<file path="config.mk">
export PLATFORM = sky130hd
export DESIGN_NAME = pcoc_top
export DESIGN_NICKNAME = d
export VERILOG_FILES = /design/src/hdl/pcoc_pkg.sv /design/src/hdl/pcoc_clk_div.sv /design/src/hdl/pcoc_top.sv
export VERILOG_INCLUDE_DIRS = /design/src /design/src/hdl
export SDC_FILE = /design/constraint.sdc
export NUM_CORES = 1
export LEC_CHECK = 0
export BUFFER_PORTS_ARGS = -buffer_cell sky130_fd_sc_hd__buf_4
export CAP_MARGIN = 0
export CORE_UTILIZATION = 57
export CTS_CLUSTER_DIAMETER = 100
export DETAILED_ROUTE_END_ITERATION = 16
export HOLD_SLACK_MARGIN = 0.06
export PLACE_DENSITY = 0.86
export SETUP_SLACK_MARGIN = 0.4
export SLEW_MARGIN = 20
export SYNTH_ARGS = -nofsm -noshare
export SYNTH_HDL_FRONTEND = slang
export SYNTH_HIERARCHICAL = 1
export SYNTH_SLANG_ARGS = --single-unit
</file>
<file path="constraint.sdc">
create_clock -name pclk -period 11.03 [get_ports pclk]
set_clock_uncertainty 0.15 [all_clocks]
set_input_delay 2.7575 -clock pclk [delete_from_list [all_inputs] [get_ports pclk]]
set_output_delay 2.7575 -clock pclk [all_outputs]
set_load 0.005 [all_outputs]
</file>
<file path="src/hdl/pcoc_defs.svh">
// Purpose: offsets, field positions, reset values and timing counts
// Assumes: 32-bit apb byte addresses, pclk at 40 MHz
// Notes: definitions only
`ifndef PCOC_DEFS_SVH
`define PCOC_DEFS_SVH

////////////////////////////////////////////////////////////////////////////
// register byte addresses
`define PCOC_ADDR_CLKOUT 32'h4000_0050
`define PCOC_ADDR_SYNTH 32'h4000_0060

////////////////////////////////////////////////////////////////////////////
// clock_output_control fields
`define PCOC_CO_EN_BIT 4
`define PCOC_CO_DIV_MSB 3
`define PCOC_CO_DIV_LSB 0
`define PCOC_CO_EN_RST 1'h0
`define PCOC_CO_DIV_RST 4'hf

////////////////////////////////////////////////////////////////////////////
// synth_control fields
`define PCOC_SC_RSTN_BIT 15
`define PCOC_SC_EN_BIT 14
`define PCOC_SC_BYP_BIT 13
`define PCOC_SC_LOCK_BIT 12
`define PCOC_SC_PRE_BIT 8
`define PCOC_SC_FB_MSB 7
`define PCOC_SC_FB_LSB 4
`define PCOC_SC_PD_MSB 2
`define PCOC_SC_PD_LSB 0
`define PCOC_SC_FB_RST 4'h0
`define PCOC_SC_PD_RST 3'h0

// reference select is bit 2 of the system clock select register
`define PCOC_REF_SEL_BIT 2

////////////////////////////////////////////////////////////////////////////
// timing
`define PCOC_PCLK_PERIOD_NS 25
`define PCOC_LOCK_TIME_NS 50000
`define PCOC_LOCK_CYCLES \
  ((`PCOC_LOCK_TIME_NS + `PCOC_PCLK_PERIOD_NS - 1) / `PCOC_PCLK_PERIOD_NS)

`endif

</file>
<file path="src/hdl/pcoc_pkg.sv">
// Purpose: shared types of the synthesizer and clock output block
// Assumes: nothing beyond the defines header
// Notes: types only, constants live in pcoc_defs.svh
`default_nettype none
package pcoc_pkg;

  typedef enum logic [1:0] {
    PCOC_OFF = 2'b00,
    PCOC_ACQ = 2'b01,
    PCOC_LOCK = 2'b10
  } pcoc_lock_st_t;

  typedef logic [5:0] pcoc_ratio_t;

endpackage

`default_nettype wire

</file>
<file path="src/hdl/pcoc_clk_div.sv">
// Purpose: clock output post divider, toggles on every n-th main clock rise
// Assumes: main clock level sampled synchronously to pclk
// Notes: output frequency is main clock / (2 * n); n of zero holds low
`timescale 1ns/1ps
`default_nettype none

module pcoc_clk_div (
  // clock and reset
  input wire logic pclk,
  input wire logic presetn,
  // control
  input wire logic en,
  input wire logic [3:0] div,
  // source and result
  input wire logic src,
  output logic out_q
);

  logic src_q;
  logic [3:0] cnt_q;
  logic src_rise;

  assign src_rise = src & ~src_q;

  always_ff @(posedge pclk or negedge presetn) begin
    if (!presetn) begin
      src_q <= 1'b0;
    end else begin
      src_q <= src;
    end
  end

  always_ff @(posedge pclk or negedge presetn) begin
    if (!presetn) begin
      cnt_q <= 4'h0;
      out_q <= 1'b0;
    end else if (!en || div == 4'h0) begin
      // disabled output parks low so the pin never glitches high
      cnt_q <= 4'h0;
      out_q <= 1'b0;
    end else if (src_rise) begin
      if (cnt_q >= div - 4'h1) begin
        cnt_q <= 4'h0;
        out_q <= ~out_q;
      end else begin
        cnt_q <= cnt_q + 4'h1;
      end
    end
  end

endmodule

`default_nettype wire

</file>
<file path="src/hdl/pcoc_top.sv">
// Purpose: synthesizer control, clock model and clock output over apb
// Assumes: all clock sources are levels synchronous to pclk
// Notes: the synthesizer is a behavioural rate model, not an analog loop
//
// Implementation choice: register access over APB.
`timescale 1ns/1ps
`default_nettype none
`include "pcoc_defs.svh"

// How it works
// - clock output control is 8 bits: an enable bit and a 4-bit divider.
// - the clock output is the main clock through its own post divider.
// - the reference is internal or external oscillator, by select bit 2.
// - bit 15 low holds the synthesizer in reset and high releases it.
// - bit 13 low passes the reference, high passes the synthesized clock.
// - output rate is reference / predivider * multiplier / post divider.
// - bit 8 divides the reference by one when 0 and by two when 1.
// - multiplier codes give 4..18 step 2, 20, 24, 26, 34; rest unused.
// - post divider codes give 1, 2, 3, 4, 6, 8, 3 and 16.
module pcoc_top (
  // apb clock and reset
  input wire logic pclk,
  input wire logic presetn,
  // apb request
  input wire logic psel,
  input wire logic penable,
  input wire logic pwrite,
  input wire logic [31:0] paddr,
  input wire logic [31:0] pwdata,
  input wire logic [3:0] pstrb,
  // apb answer
  output logic [31:0] prdata,
  output logic pready,
  output logic pslverr,
  // clock sources
  input wire logic internal_osc,
  input wire logic external_main_osc,
  input wire logic ref_select,
  input wire logic main_clock,
  // clock results and status
  output logic synth_output_clock,
  output logic clock_out_signal,
  output logic lock_flag
);

  ////////////////////////////////////////////////////////////////////////
  // register state
  logic clock_out_enable_q;
  logic [3:0] clock_out_divider_q;
  logic synth_reset_n_q;
  logic synth_enable_q;
  logic bypass_q;
  logic input_predivider_q;
  logic [3:0] feedback_multiplier_q;
  logic [2:0] output_divider_q;

  // apb answer flops
  logic [31:0] prdata_q;
  logic pready_q;
  logic pslverr_q;

  // synthesizer model
  pcoc_pkg::pcoc_lock_st_t lock_st_q;
  pcoc_pkg::pcoc_lock_st_t lock_st_d;
  logic [11:0] lock_cnt_q;
  logic [11:0] lock_cnt_d;
  logic lock_q;
  logic [8:0] cfg_q;
  logic [8:0] cfg;
  logic cfg_chg;
  logic ref_now;
  logic ref_q;
  logic ref_rise;
  logic [7:0] acc_q;
  logic [7:0] credit_add;
  logic synth_q;
  logic synth_out_q;
  logic active;
  pcoc_pkg::pcoc_ratio_t mult;
  pcoc_pkg::pcoc_ratio_t post_n;
  pcoc_pkg::pcoc_ratio_t thresh;

  // apb decode
  logic hit_co;
  logic hit_sc;
  logic setup;
  logic access;
  logic wr_co;
  logic wr_sc;
  logic [31:0] rd_mux;

  localparam logic [11:0] LockLast = 12'(`PCOC_LOCK_CYCLES - 1);

  ////////////////////////////////////////////////////////////////////////
  // ratio tables
  function automatic pcoc_pkg::pcoc_ratio_t fb_ratio(input logic [3:0] code);
    pcoc_pkg::pcoc_ratio_t m;
    m = 6'd0;
    // unused codes give zero, which stops the model and blocks lock
    unique case (code)
      4'h0: m = 6'd4;
      4'h1: m = 6'd6;
      4'h2: m = 6'd8;
      4'h3: m = 6'd10;
      4'h4: m = 6'd12;
      4'h5: m = 6'd14;
      4'h6: m = 6'd16;
      4'h7: m = 6'd18;
      4'h8: m = 6'd20;
      4'h9: m = 6'd24;
      4'ha: m = 6'd26;
      4'hb: m = 6'd34;
      4'hc, 4'hd, 4'he, 4'hf: m = 6'd0;
    endcase
    return m;
  endfunction

  function automatic pcoc_pkg::pcoc_ratio_t pd_ratio(input logic [2:0] code);
    pcoc_pkg::pcoc_ratio_t n;
    n = 6'd1;
    unique case (code)
      3'h0: n = 6'd1;
      3'h1: n = 6'd2;
      3'h2: n = 6'd3;
      3'h3: n = 6'd4;
      3'h4: n = 6'd6;
      3'h5: n = 6'd8;
      3'h6: n = 6'd3;
      3'h7: n = 6'd16;
    endcase
    return n;
  endfunction

  ////////////////////////////////////////////////////////////////////////
  // apb slave: zero wait states, answer registered in the setup cycle
  assign hit_co = (paddr == `PCOC_ADDR_CLKOUT);
  assign hit_sc = (paddr == `PCOC_ADDR_SYNTH);
  assign setup = psel & ~penable;
  assign access = psel & penable & pready_q;
  assign wr_co = access & pwrite & hit_co;
  assign wr_sc = access & pwrite & hit_sc;

  always_comb begin
    rd_mux = 32'h0000_0000;
    if (hit_co) begin
      // upper bits of the byte read as zero
      rd_mux[`PCOC_CO_EN_BIT] = clock_out_enable_q;
      rd_mux[`PCOC_CO_DIV_MSB:`PCOC_CO_DIV_LSB] = clock_out_divider_q;
    end else if (hit_sc) begin
      rd_mux[`PCOC_SC_RSTN_BIT] = synth_reset_n_q;
      rd_mux[`PCOC_SC_EN_BIT] = synth_enable_q;
      rd_mux[`PCOC_SC_BYP_BIT] = bypass_q;
      rd_mux[`PCOC_SC_LOCK_BIT] = lock_q;
      rd_mux[`PCOC_SC_PRE_BIT] = input_predivider_q;
      rd_mux[`PCOC_SC_FB_MSB:`PCOC_SC_FB_LSB] = feedback_multiplier_q;
      rd_mux[`PCOC_SC_PD_MSB:`PCOC_SC_PD_LSB] = output_divider_q;
    end
  end

  always_ff @(posedge pclk or negedge presetn) begin
    if (!presetn) begin
      pready_q <= 1'b0;
    end else begin
      pready_q <= setup & ~pready_q;
    end
  end

  always_ff @(posedge pclk or negedge presetn) begin
    if (!presetn) begin
      prdata_q <= 32'h0000_0000;
      pslverr_q <= 1'b0;
    end else if (setup) begin
      // write data is not echoed; unmapped addresses read zero
      prdata_q <= pwrite ? 32'h0000_0000 : rd_mux;
      pslverr_q <= ~(hit_co | hit_sc);
    end else if (access) begin
      prdata_q <= 32'h0000_0000;
      pslverr_q <= 1'b0;
    end
  end

  assign prdata = prdata_q;
  assign pready = pready_q;
  assign pslverr = pslverr_q;

  ////////////////////////////////////////////////////////////////////////
  // clock output control register, byte lane 0
  always_ff @(posedge pclk or negedge presetn) begin
    if (!presetn) begin
      clock_out_enable_q <= `PCOC_CO_EN_RST;
      clock_out_divider_q <= `PCOC_CO_DIV_RST;
    end else if (wr_co && pstrb[0]) begin
      clock_out_enable_q <= pwdata[`PCOC_CO_EN_BIT];
      clock_out_divider_q <= pwdata[`PCOC_CO_DIV_MSB:`PCOC_CO_DIV_LSB];
    end
  end

  ////////////////////////////////////////////////////////////////////////
  // synth control register, byte lanes 0 and 1
  always_ff @(posedge pclk or negedge presetn) begin
    if (!presetn) begin
      // held in reset and disabled until software releases it
      synth_reset_n_q <= 1'b0;
      synth_enable_q <= 1'b0;
      bypass_q <= 1'b0;
      input_predivider_q <= 1'b0;
    end else if (wr_sc && pstrb[1]) begin
      synth_reset_n_q <= pwdata[`PCOC_SC_RSTN_BIT];
      synth_enable_q <= pwdata[`PCOC_SC_EN_BIT];
      bypass_q <= pwdata[`PCOC_SC_BYP_BIT];
      input_predivider_q <= pwdata[`PCOC_SC_PRE_BIT];
    end
  end

  always_ff @(posedge pclk or negedge presetn) begin
    if (!presetn) begin
      feedback_multiplier_q <= `PCOC_SC_FB_RST;
      output_divider_q <= `PCOC_SC_PD_RST;
    end else if (wr_sc && pstrb[0]) begin
      feedback_multiplier_q <= pwdata[`PCOC_SC_FB_MSB:`PCOC_SC_FB_LSB];
      output_divider_q <= pwdata[`PCOC_SC_PD_MSB:`PCOC_SC_PD_LSB];
    end
  end

  ////////////////////////////////////////////////////////////////////////
  // reference selection and ratios
  assign ref_now = ref_select ? external_main_osc : internal_osc;
  assign ref_rise = ref_now & ~ref_q;
  assign mult = fb_ratio(feedback_multiplier_q);
  assign post_n = pd_ratio(output_divider_q);
  // predivide by two doubles the consumption per output half period
  assign thresh = input_predivider_q ? 6'(post_n << 1) : post_n;
  // active needs reset released, enable set and a used multiplier code
  assign active = synth_reset_n_q & synth_enable_q & (mult != 6'd0);
  assign cfg = {ref_select, input_predivider_q, feedback_multiplier_q,
                output_divider_q};
  assign cfg_chg = (cfg != cfg_q);

  always_ff @(posedge pclk or negedge presetn) begin
    if (!presetn) begin
      ref_q <= 1'b0;
      cfg_q <= 9'h000;
    end else begin
      ref_q <= ref_now;
      cfg_q <= cfg;
    end
  end

  ////////////////////////////////////////////////////////////////////////
  // lock tracking: a fixed settle time after any change of setup
  always_comb begin
    lock_st_d = lock_st_q;
    lock_cnt_d = lock_cnt_q;
    unique case (lock_st_q)
      pcoc_pkg::PCOC_OFF: begin
        lock_cnt_d = 12'h000;
        if (active) begin
          lock_st_d = pcoc_pkg::PCOC_ACQ;
        end
      end
      pcoc_pkg::PCOC_ACQ: begin
        if (!active) begin
          lock_st_d = pcoc_pkg::PCOC_OFF;
          lock_cnt_d = 12'h000;
        end else if (cfg_chg) begin
          lock_cnt_d = 12'h000;
        end else if (lock_cnt_q >= LockLast) begin
          lock_st_d = pcoc_pkg::PCOC_LOCK;
        end else begin
          lock_cnt_d = lock_cnt_q + 12'h001;
        end
      end
      pcoc_pkg::PCOC_LOCK: begin
        lock_cnt_d = 12'h000;
        if (!active) begin
          lock_st_d = pcoc_pkg::PCOC_OFF;
        end else if (cfg_chg) begin
          lock_st_d = pcoc_pkg::PCOC_ACQ;
        end
      end
      default: begin
        lock_st_d = pcoc_pkg::PCOC_OFF;
        lock_cnt_d = 12'h000;
      end
    endcase
  end

  always_ff @(posedge pclk or negedge presetn) begin
    if (!presetn) begin
      lock_st_q <= pcoc_pkg::PCOC_OFF;
      lock_cnt_q <= 12'h000;
      lock_q <= 1'b0;
    end else begin
      lock_st_q <= lock_st_d;
      lock_cnt_q <= lock_cnt_d;
      lock_q <= (lock_st_d == pcoc_pkg::PCOC_LOCK);
    end
  end

  assign lock_flag = lock_q;

  ////////////////////////////////////////////////////////////////////////
  // rate model: each reference rise adds 2*m, each toggle costs p*n,
  // so full periods per reference period are m / (p * n)
  // 2*m reaches 68, so it is built at 8 bits; the add is skipped near the
  // top to keep the credit from wrapping
  assign credit_add = (ref_rise && acc_q < 8'hb8) ?
                      {1'b0, mult, 1'b0} : 8'h00;

  always_ff @(posedge pclk or negedge presetn) begin
    if (!presetn) begin
      acc_q <= 8'h00;
      synth_q <= 1'b0;
    end else if (!active) begin
      // reset or disable parks the synthesized clock low
      acc_q <= 8'h00;
      synth_q <= 1'b0;
    end else begin
      // one toggle per pclk at most, so the model saturates at pclk / 2
      if (acc_q + credit_add >= {2'b00, thresh}) begin
        acc_q <= acc_q + credit_add - {2'b00, thresh};
        synth_q <= ~synth_q;
      end else begin
        acc_q <= acc_q + credit_add;
      end
    end
  end

  // bypass clear passes the reference straight out
  always_ff @(posedge pclk or negedge presetn) begin
    if (!presetn) begin
      synth_out_q <= 1'b0;
    end else begin
      synth_out_q <= bypass_q ? synth_q : ref_now;
    end
  end

  assign synth_output_clock = synth_out_q;

  ////////////////////////////////////////////////////////////////////////
  // clock output path
  pcoc_clk_div u_clk_div (
    .pclk(pclk),
    .presetn(presetn),
    .en(clock_out_enable_q),
    .div(clock_out_divider_q),
    .src(main_clock),
    .out_q(clock_out_signal)
  );

endmodule

`default_nettype wire

</file>
==> impl_metrics.prom <==
# TYPE chip_impl_metric gauge
chip_impl_metric{name="route.detailed.vias_per_inst",unit=""} 5.56
chip_impl_metric{name="overall_track_demand_over_capacity_in_global_routing",unit="%"} 24.9
chip_impl_metric{name="detail_route.drc_violations",unit=""} 0
chip_impl_metric{name="grt_first_pass_wirelength",unit="um"} 15000
chip_impl_metric{name="cp.required",unit="ps"} 11140
chip_impl_info{name="post_synth_main_area_contributors",value="sky130_fd_sc_hd__dfrtp_1, sky130_fd_sc_hd__ha_1, sky130_fd_sc_hd__mux2_1"} 1
chip_impl_info{name="rsz0062_at_grt",value="no"} 1
chip_impl_metric{name="detailed_place_hpwl",unit="um"} 6820
chip_impl_info{name="slowest_stage",value="sky130_fd_sc_hd__nor2_1"} 1
chip_impl_info{name="cell_chosen_for_the_clock_root",value="sky130_fd_sc_hd__clkbuf_8"} 1
chip_impl_info{name="timing.critical_path.cells",value="buf_4 -> mux2_2 -> o211ai_1 -> nor2_1 -> ha_1 -> fa_1 -> xor2_1 -> ha_1 -> a21o_1 -> a21oi_1 -> o221ai_1 -> nor2_1 -> mux2i_1"} 1
chip_impl_metric{name="totalWireLength",unit="um"} 9180
chip_impl_metric{name="clock_insertion_delay_at_the_later_pin_of_the_skew_report",unit="ps"} 350
chip_impl_info{name="outcome",value="completed"} 1
chip_impl_metric{name="power_density",unit="nW/um2"} 103
chip_impl_metric{name="die_height",unit="um"} 88.4
chip_impl_metric{name="synthDistinctLibCells",unit=""} 61
chip_impl_info{name="cts_tree",value="yes"} 1
chip_impl_metric{name="final-hold-violation-count",unit=""} 0
chip_impl_info{name="synth.largest_area_cell",value="sky130_fd_sc_hd__dfrtp_1"} 1
chip_impl_metric{name="final.fill_count",unit=""} 549
chip_impl_metric{name="cp_slowest_stage_delay",unit="ps"} 600
chip_impl_metric{name="final_cell_count_no_fill",unit=""} 589
chip_impl_metric{name="worst-path-stages",unit=""} 13
chip_impl_metric{name="cts_repair_resize_count",unit=""} 0
chip_impl_metric{name="clock-sinks",unit=""} 72
chip_impl_metric{name="max_cap_viol_count",unit=""} 0
chip_impl_info{name="post_synth_most_frequent_cells",value="sky130_fd_sc_hd__dfrtp_1, sky130_fd_sc_hd__nand2_1, sky130_fd_sc_hd__nor2_1, sky130_fd_sc_hd__ha_1, sky130_fd_sc_hd__buf_4"} 1
chip_impl_metric{name="core_area",unit="um2"} 7210
chip_impl_metric{name="h-tree-depth",unit=""} 3
chip_impl_metric{name="post-route-min-period",unit="ps"} 6280
chip_impl_metric{name="globalplace.congestion",unit=""} 0.876
chip_impl_metric{name="antenna_left",unit=""} 0
chip_impl_metric{name="placementRows",unit=""} 31
chip_impl_metric{name="warnings_synthesis",unit=""} 6
chip_impl_metric{name="antenna_found_initial",unit=""} 0
chip_impl_metric{name="tightest_slew",unit="ps"} 1080
chip_impl_info{name="path_delay_family",value="adder cells"} 1
chip_impl_metric{name="drive_gt1_share",unit="%"} 21.4
chip_impl_info{name="synth_top_flop_cell",value="sky130_fd_sc_hd__dfrtp_1"} 1
chip_impl_metric{name="grt_start_max_net_pins",unit=""} 73
chip_impl_info{name="timing.hold.worst.class",value="flop to flop"} 1
chip_impl_metric{name="syn-mean-instance-area",unit="um2"} 10.3
chip_impl_info{name="timing.critical_path.from_type",value="primary input"} 1
chip_impl_metric{name="min_delay_path_depth",unit=""} 2
chip_impl_metric{name="final_nets",unit=""} 591
chip_impl_metric{name="crit_path_max_fo",unit=""} 7
chip_impl_metric{name="setup-tns-final",unit="ps"} 0
chip_impl_metric{name="cts_inserted_buffers",unit=""} 9
chip_impl_metric{name="synth_seq_area_share",unit="%"} 42.5
chip_impl_metric{name="drt-wirelength-per-cell",unit="um"} 15.6
chip_impl_metric{name="synth-async-reset-ratio",unit="%"} 100
chip_impl_metric{name="drt_first_iter_violations",unit=""} 147
chip_impl_metric{name="slew_headroom",unit="%"} 27.3
chip_impl_metric{name="ff_latch_area",unit="um2"} 1810
chip_impl_metric{name="synth_largest_type_area_fraction",unit="%"} 40.0
chip_impl_metric{name="placed_cells_incl_taps",unit=""} 573
chip_impl_info{name="yosys.cell_count.top_type",value="sky130_fd_sc_hd__dfrtp_1"} 1
chip_impl_metric{name="critPathBufInv",unit=""} 1
chip_impl_info{name="crit_path_end_kind",value="flop"} 1
chip_impl_metric{name="r2r_cells",unit=""} 13
chip_impl_metric{name="detailed_route_via_count",unit=""} 3272
chip_impl_metric{name="pin_count",unit=""} 114
chip_impl_metric{name="design.die.area",unit="um2"} 7810
chip_impl_metric{name="multi_input_comb_area",unit="um2"} 2280
chip_impl_metric{name="number_of_cells_produced_by_synthesis",unit=""} 412
chip_impl_metric{name="post_synth_instance_area",unit="um2"} 4250
chip_impl_metric{name="setup_violations",unit=""} 0
chip_impl_metric{name="detailedRoute.firstPassIterationCount",unit=""} 4
chip_impl_metric{name="design_power",unit="uW"} 517
chip_impl_metric{name="grt_pass1_vias",unit=""} 3251
chip_impl_metric{name="synth_seq_cells",unit=""} 72
chip_impl_metric{name="ctsLongestPathBuffers",unit=""} 2
chip_impl_metric{name="report.final.slew_viol_count",unit=""} 0
chip_impl_info{name="timing.setup.critical_path_class",value="primary input to flop"} 1
chip_impl_metric{name="final_critical_path_setup_slack",unit="ps"} 4750
chip_impl_metric{name="postCtsSetupBuffers",unit=""} 0
chip_impl_metric{name="syn_to_final_growth",unit="%"} 17.9
chip_impl_metric{name="die_width",unit="um"} 88.4
chip_impl_metric{name="clock_transition_at_the_registers_of_the_reported_paths",unit="ps"} 80
chip_impl_metric{name="floorplan.initialDensity",unit="%"} 58.9
chip_impl_metric{name="antenna_cells",unit=""} 0
chip_impl_metric{name="cp.arrival",unit="ps"} 6400
chip_impl_metric{name="grt_overflow",unit=""} 0
chip_impl_metric{name="static-leakage-power",unit="uW"} 0.00237
chip_impl_metric{name="placement.io_buffers",unit=""} 72
chip_impl_metric{name="timing.final.crit_share",unit="%"} 57.0
chip_impl_metric{name="vdd_ir_drop_max",unit="V"} 0.0000573
chip_impl_metric{name="postCtsHoldBufs",unit=""} 0
chip_impl_metric{name="pre_cts_ws",unit="ps"} 4450
chip_impl_metric{name="maxClockFrequency",unit="MHz"} 159
chip_impl_metric{name="synth_enable_flop_cells",unit=""} 0
[layout make-up]
cell class,instances,area share [%]
Clock buffer,11,2.62
Clock inverter,5,1.17
Inverter,18,1.35
Multi-Input combinational cell,312,45.5
Sequential cell,72,36.1
Tap cell,99,2.47
Timing Repair Buffer,72,10.8
[registers in the layout (all words and copies together) (netlist names), 2 cells and up]
| signal | cells |
|---|---|
| prdata | 13 |
| cfg_q | 9 |
| lock_cnt_q | 12 |
| u_clk_div/cnt_q | 4 |
| lock_st_q | 2 |
| acc_q | 8 |
| output_divider_q | 3 |
| clock_out_divider_q | 4 |
| feedback_multiplier_q | 4 |
[routing by layer]
layer	GRT usage, %	wire length [um]	up-vias	part of all wire [%]
li1	-	-	1595	-
met1	32.3	4080	1596	44
met2	42.7	4650	68	51
met3	2.24	279	13	3.0
met4	10.9	172	0	1.9
met5	0	0	-	0
[stage by stage]
| step | hold WS [ps] | area (um2) | utilization (%) |
|---|---|---|---|
| final | 325 | 5010 | 69.5 |
| after global routing | 374 | 5010 | 69.5 |
| after CTS | 328 | 4990 | 69.2 |
| after detailed placement | 309 | 4800 | 66.6 |
| after global placement | 306 | 4800 | 66.6 |
| after floorplan | 202 | 4320 | - |
[report_power, final]
part / switching (uW) / internal (uW)
combinational: 22.9 / 20.9
clock: 102 / 105
sequential: 0.804 / 265
total: 126 / 391
[worst reg2reg max path, cell delays in order, from the launching register on]
cell and delay, ps:
sky130_fd_sc_hd__dfrtp_1 480, sky130_fd_sc_hd__inv_1 140, sky130_fd_sc_hd__ha_1 210, sky130_fd_sc_hd__mux2i_1 130
sky130_fd_sc_hd__nor2_1 60, sky130_fd_sc_hd__ha_1 260, sky130_fd_sc_hd__fa_1 430, sky130_fd_sc_hd__xor2_1 270
sky130_fd_sc_hd__ha_1 340, sky130_fd_sc_hd__a21o_1 210, sky130_fd_sc_hd__a21oi_1 180, sky130_fd_sc_hd__o221ai_1 310
sky130_fd_sc_hd__nor2_1 600, sky130_fd_sc_hd__mux2i_1 270
[cell families (layout without fill, tap and decap cells)]
logic type               after synthesis  after routing  share of synthesized area [%]
other                                  1             19                         0.0882
adder cells (fa/ha/maj)               29             29                           8.89
AND/OR/NAND/NOR                      138            138                           18.5
multiplexers                          25             25                           6.36
XOR/XNOR                              23             23                           4.74
buffers and inverters                 46            106                           5.83
AO/OA/AOI/OAI                         78             78                           13.1
flip-flops                            72             72                           42.5
[final timing paths]
check / from / slack [ps] / end
hold / removal: prdata[0] / 320 / prdata[0]
setup reg to reg: feedback_multiplier_q[2] / 6920 / acc_q[2]
max in group asynchronous: presetn / 7770 / u_clk_div/cnt_q[0]
min in group asynchronous: presetn / 2390 / synth_q
hold reg to reg: prdata[0] / 320 / prdata[0]
setup / recovery: ref_select / 4750 / acc_q[2]
[placed cells by master, fill, tap and decap left out, types with 4 or more instances in the layout]
cell type,count
sky130_fd_sc_hd__nand2b_1,8
sky130_fd_sc_hd__nand2_1,34
sky130_fd_sc_hd__nand3b_1,4
sky130_fd_sc_hd__buf_4,72
sky130_fd_sc_hd__a22o_1,9
sky130_fd_sc_hd__a21oi_1,14
sky130_fd_sc_hd__mux2i_1,9
sky130_fd_sc_hd__a31oi_1,6
sky130_fd_sc_hd__a211oi_1,4
sky130_fd_sc_hd__o21a_1,4
sky130_fd_sc_hd__conb_1,19
sky130_fd_sc_hd__mux2_1,13
sky130_fd_sc_hd__nand3_1,11
sky130_fd_sc_hd__nor3_1,5
sky130_fd_sc_hd__and3_1,4
sky130_fd_sc_hd__o21ai_1,10
sky130_fd_sc_hd__o21ai_0,5
sky130_fd_sc_hd__a22oi_1,4
sky130_fd_sc_hd__o211ai_1,4
sky130_fd_sc_hd__inv_1,18
sky130_fd_sc_hd__nor2_1,31
sky130_fd_sc_hd__nor4_1,8
sky130_fd_sc_hd__clkbuf_8,9
sky130_fd_sc_hd__xor2_1,7
sky130_fd_sc_hd__o31ai_1,5
sky130_fd_sc_hd__nor2b_1,4
sky130_fd_sc_hd__dfrtp_1,68
sky130_fd_sc_hd__dfstp_2,4
sky130_fd_sc_hd__ha_1,27
sky130_fd_sc_hd__xnor2_1,16
No activity file was read; power rests on OpenSTA's default activity.
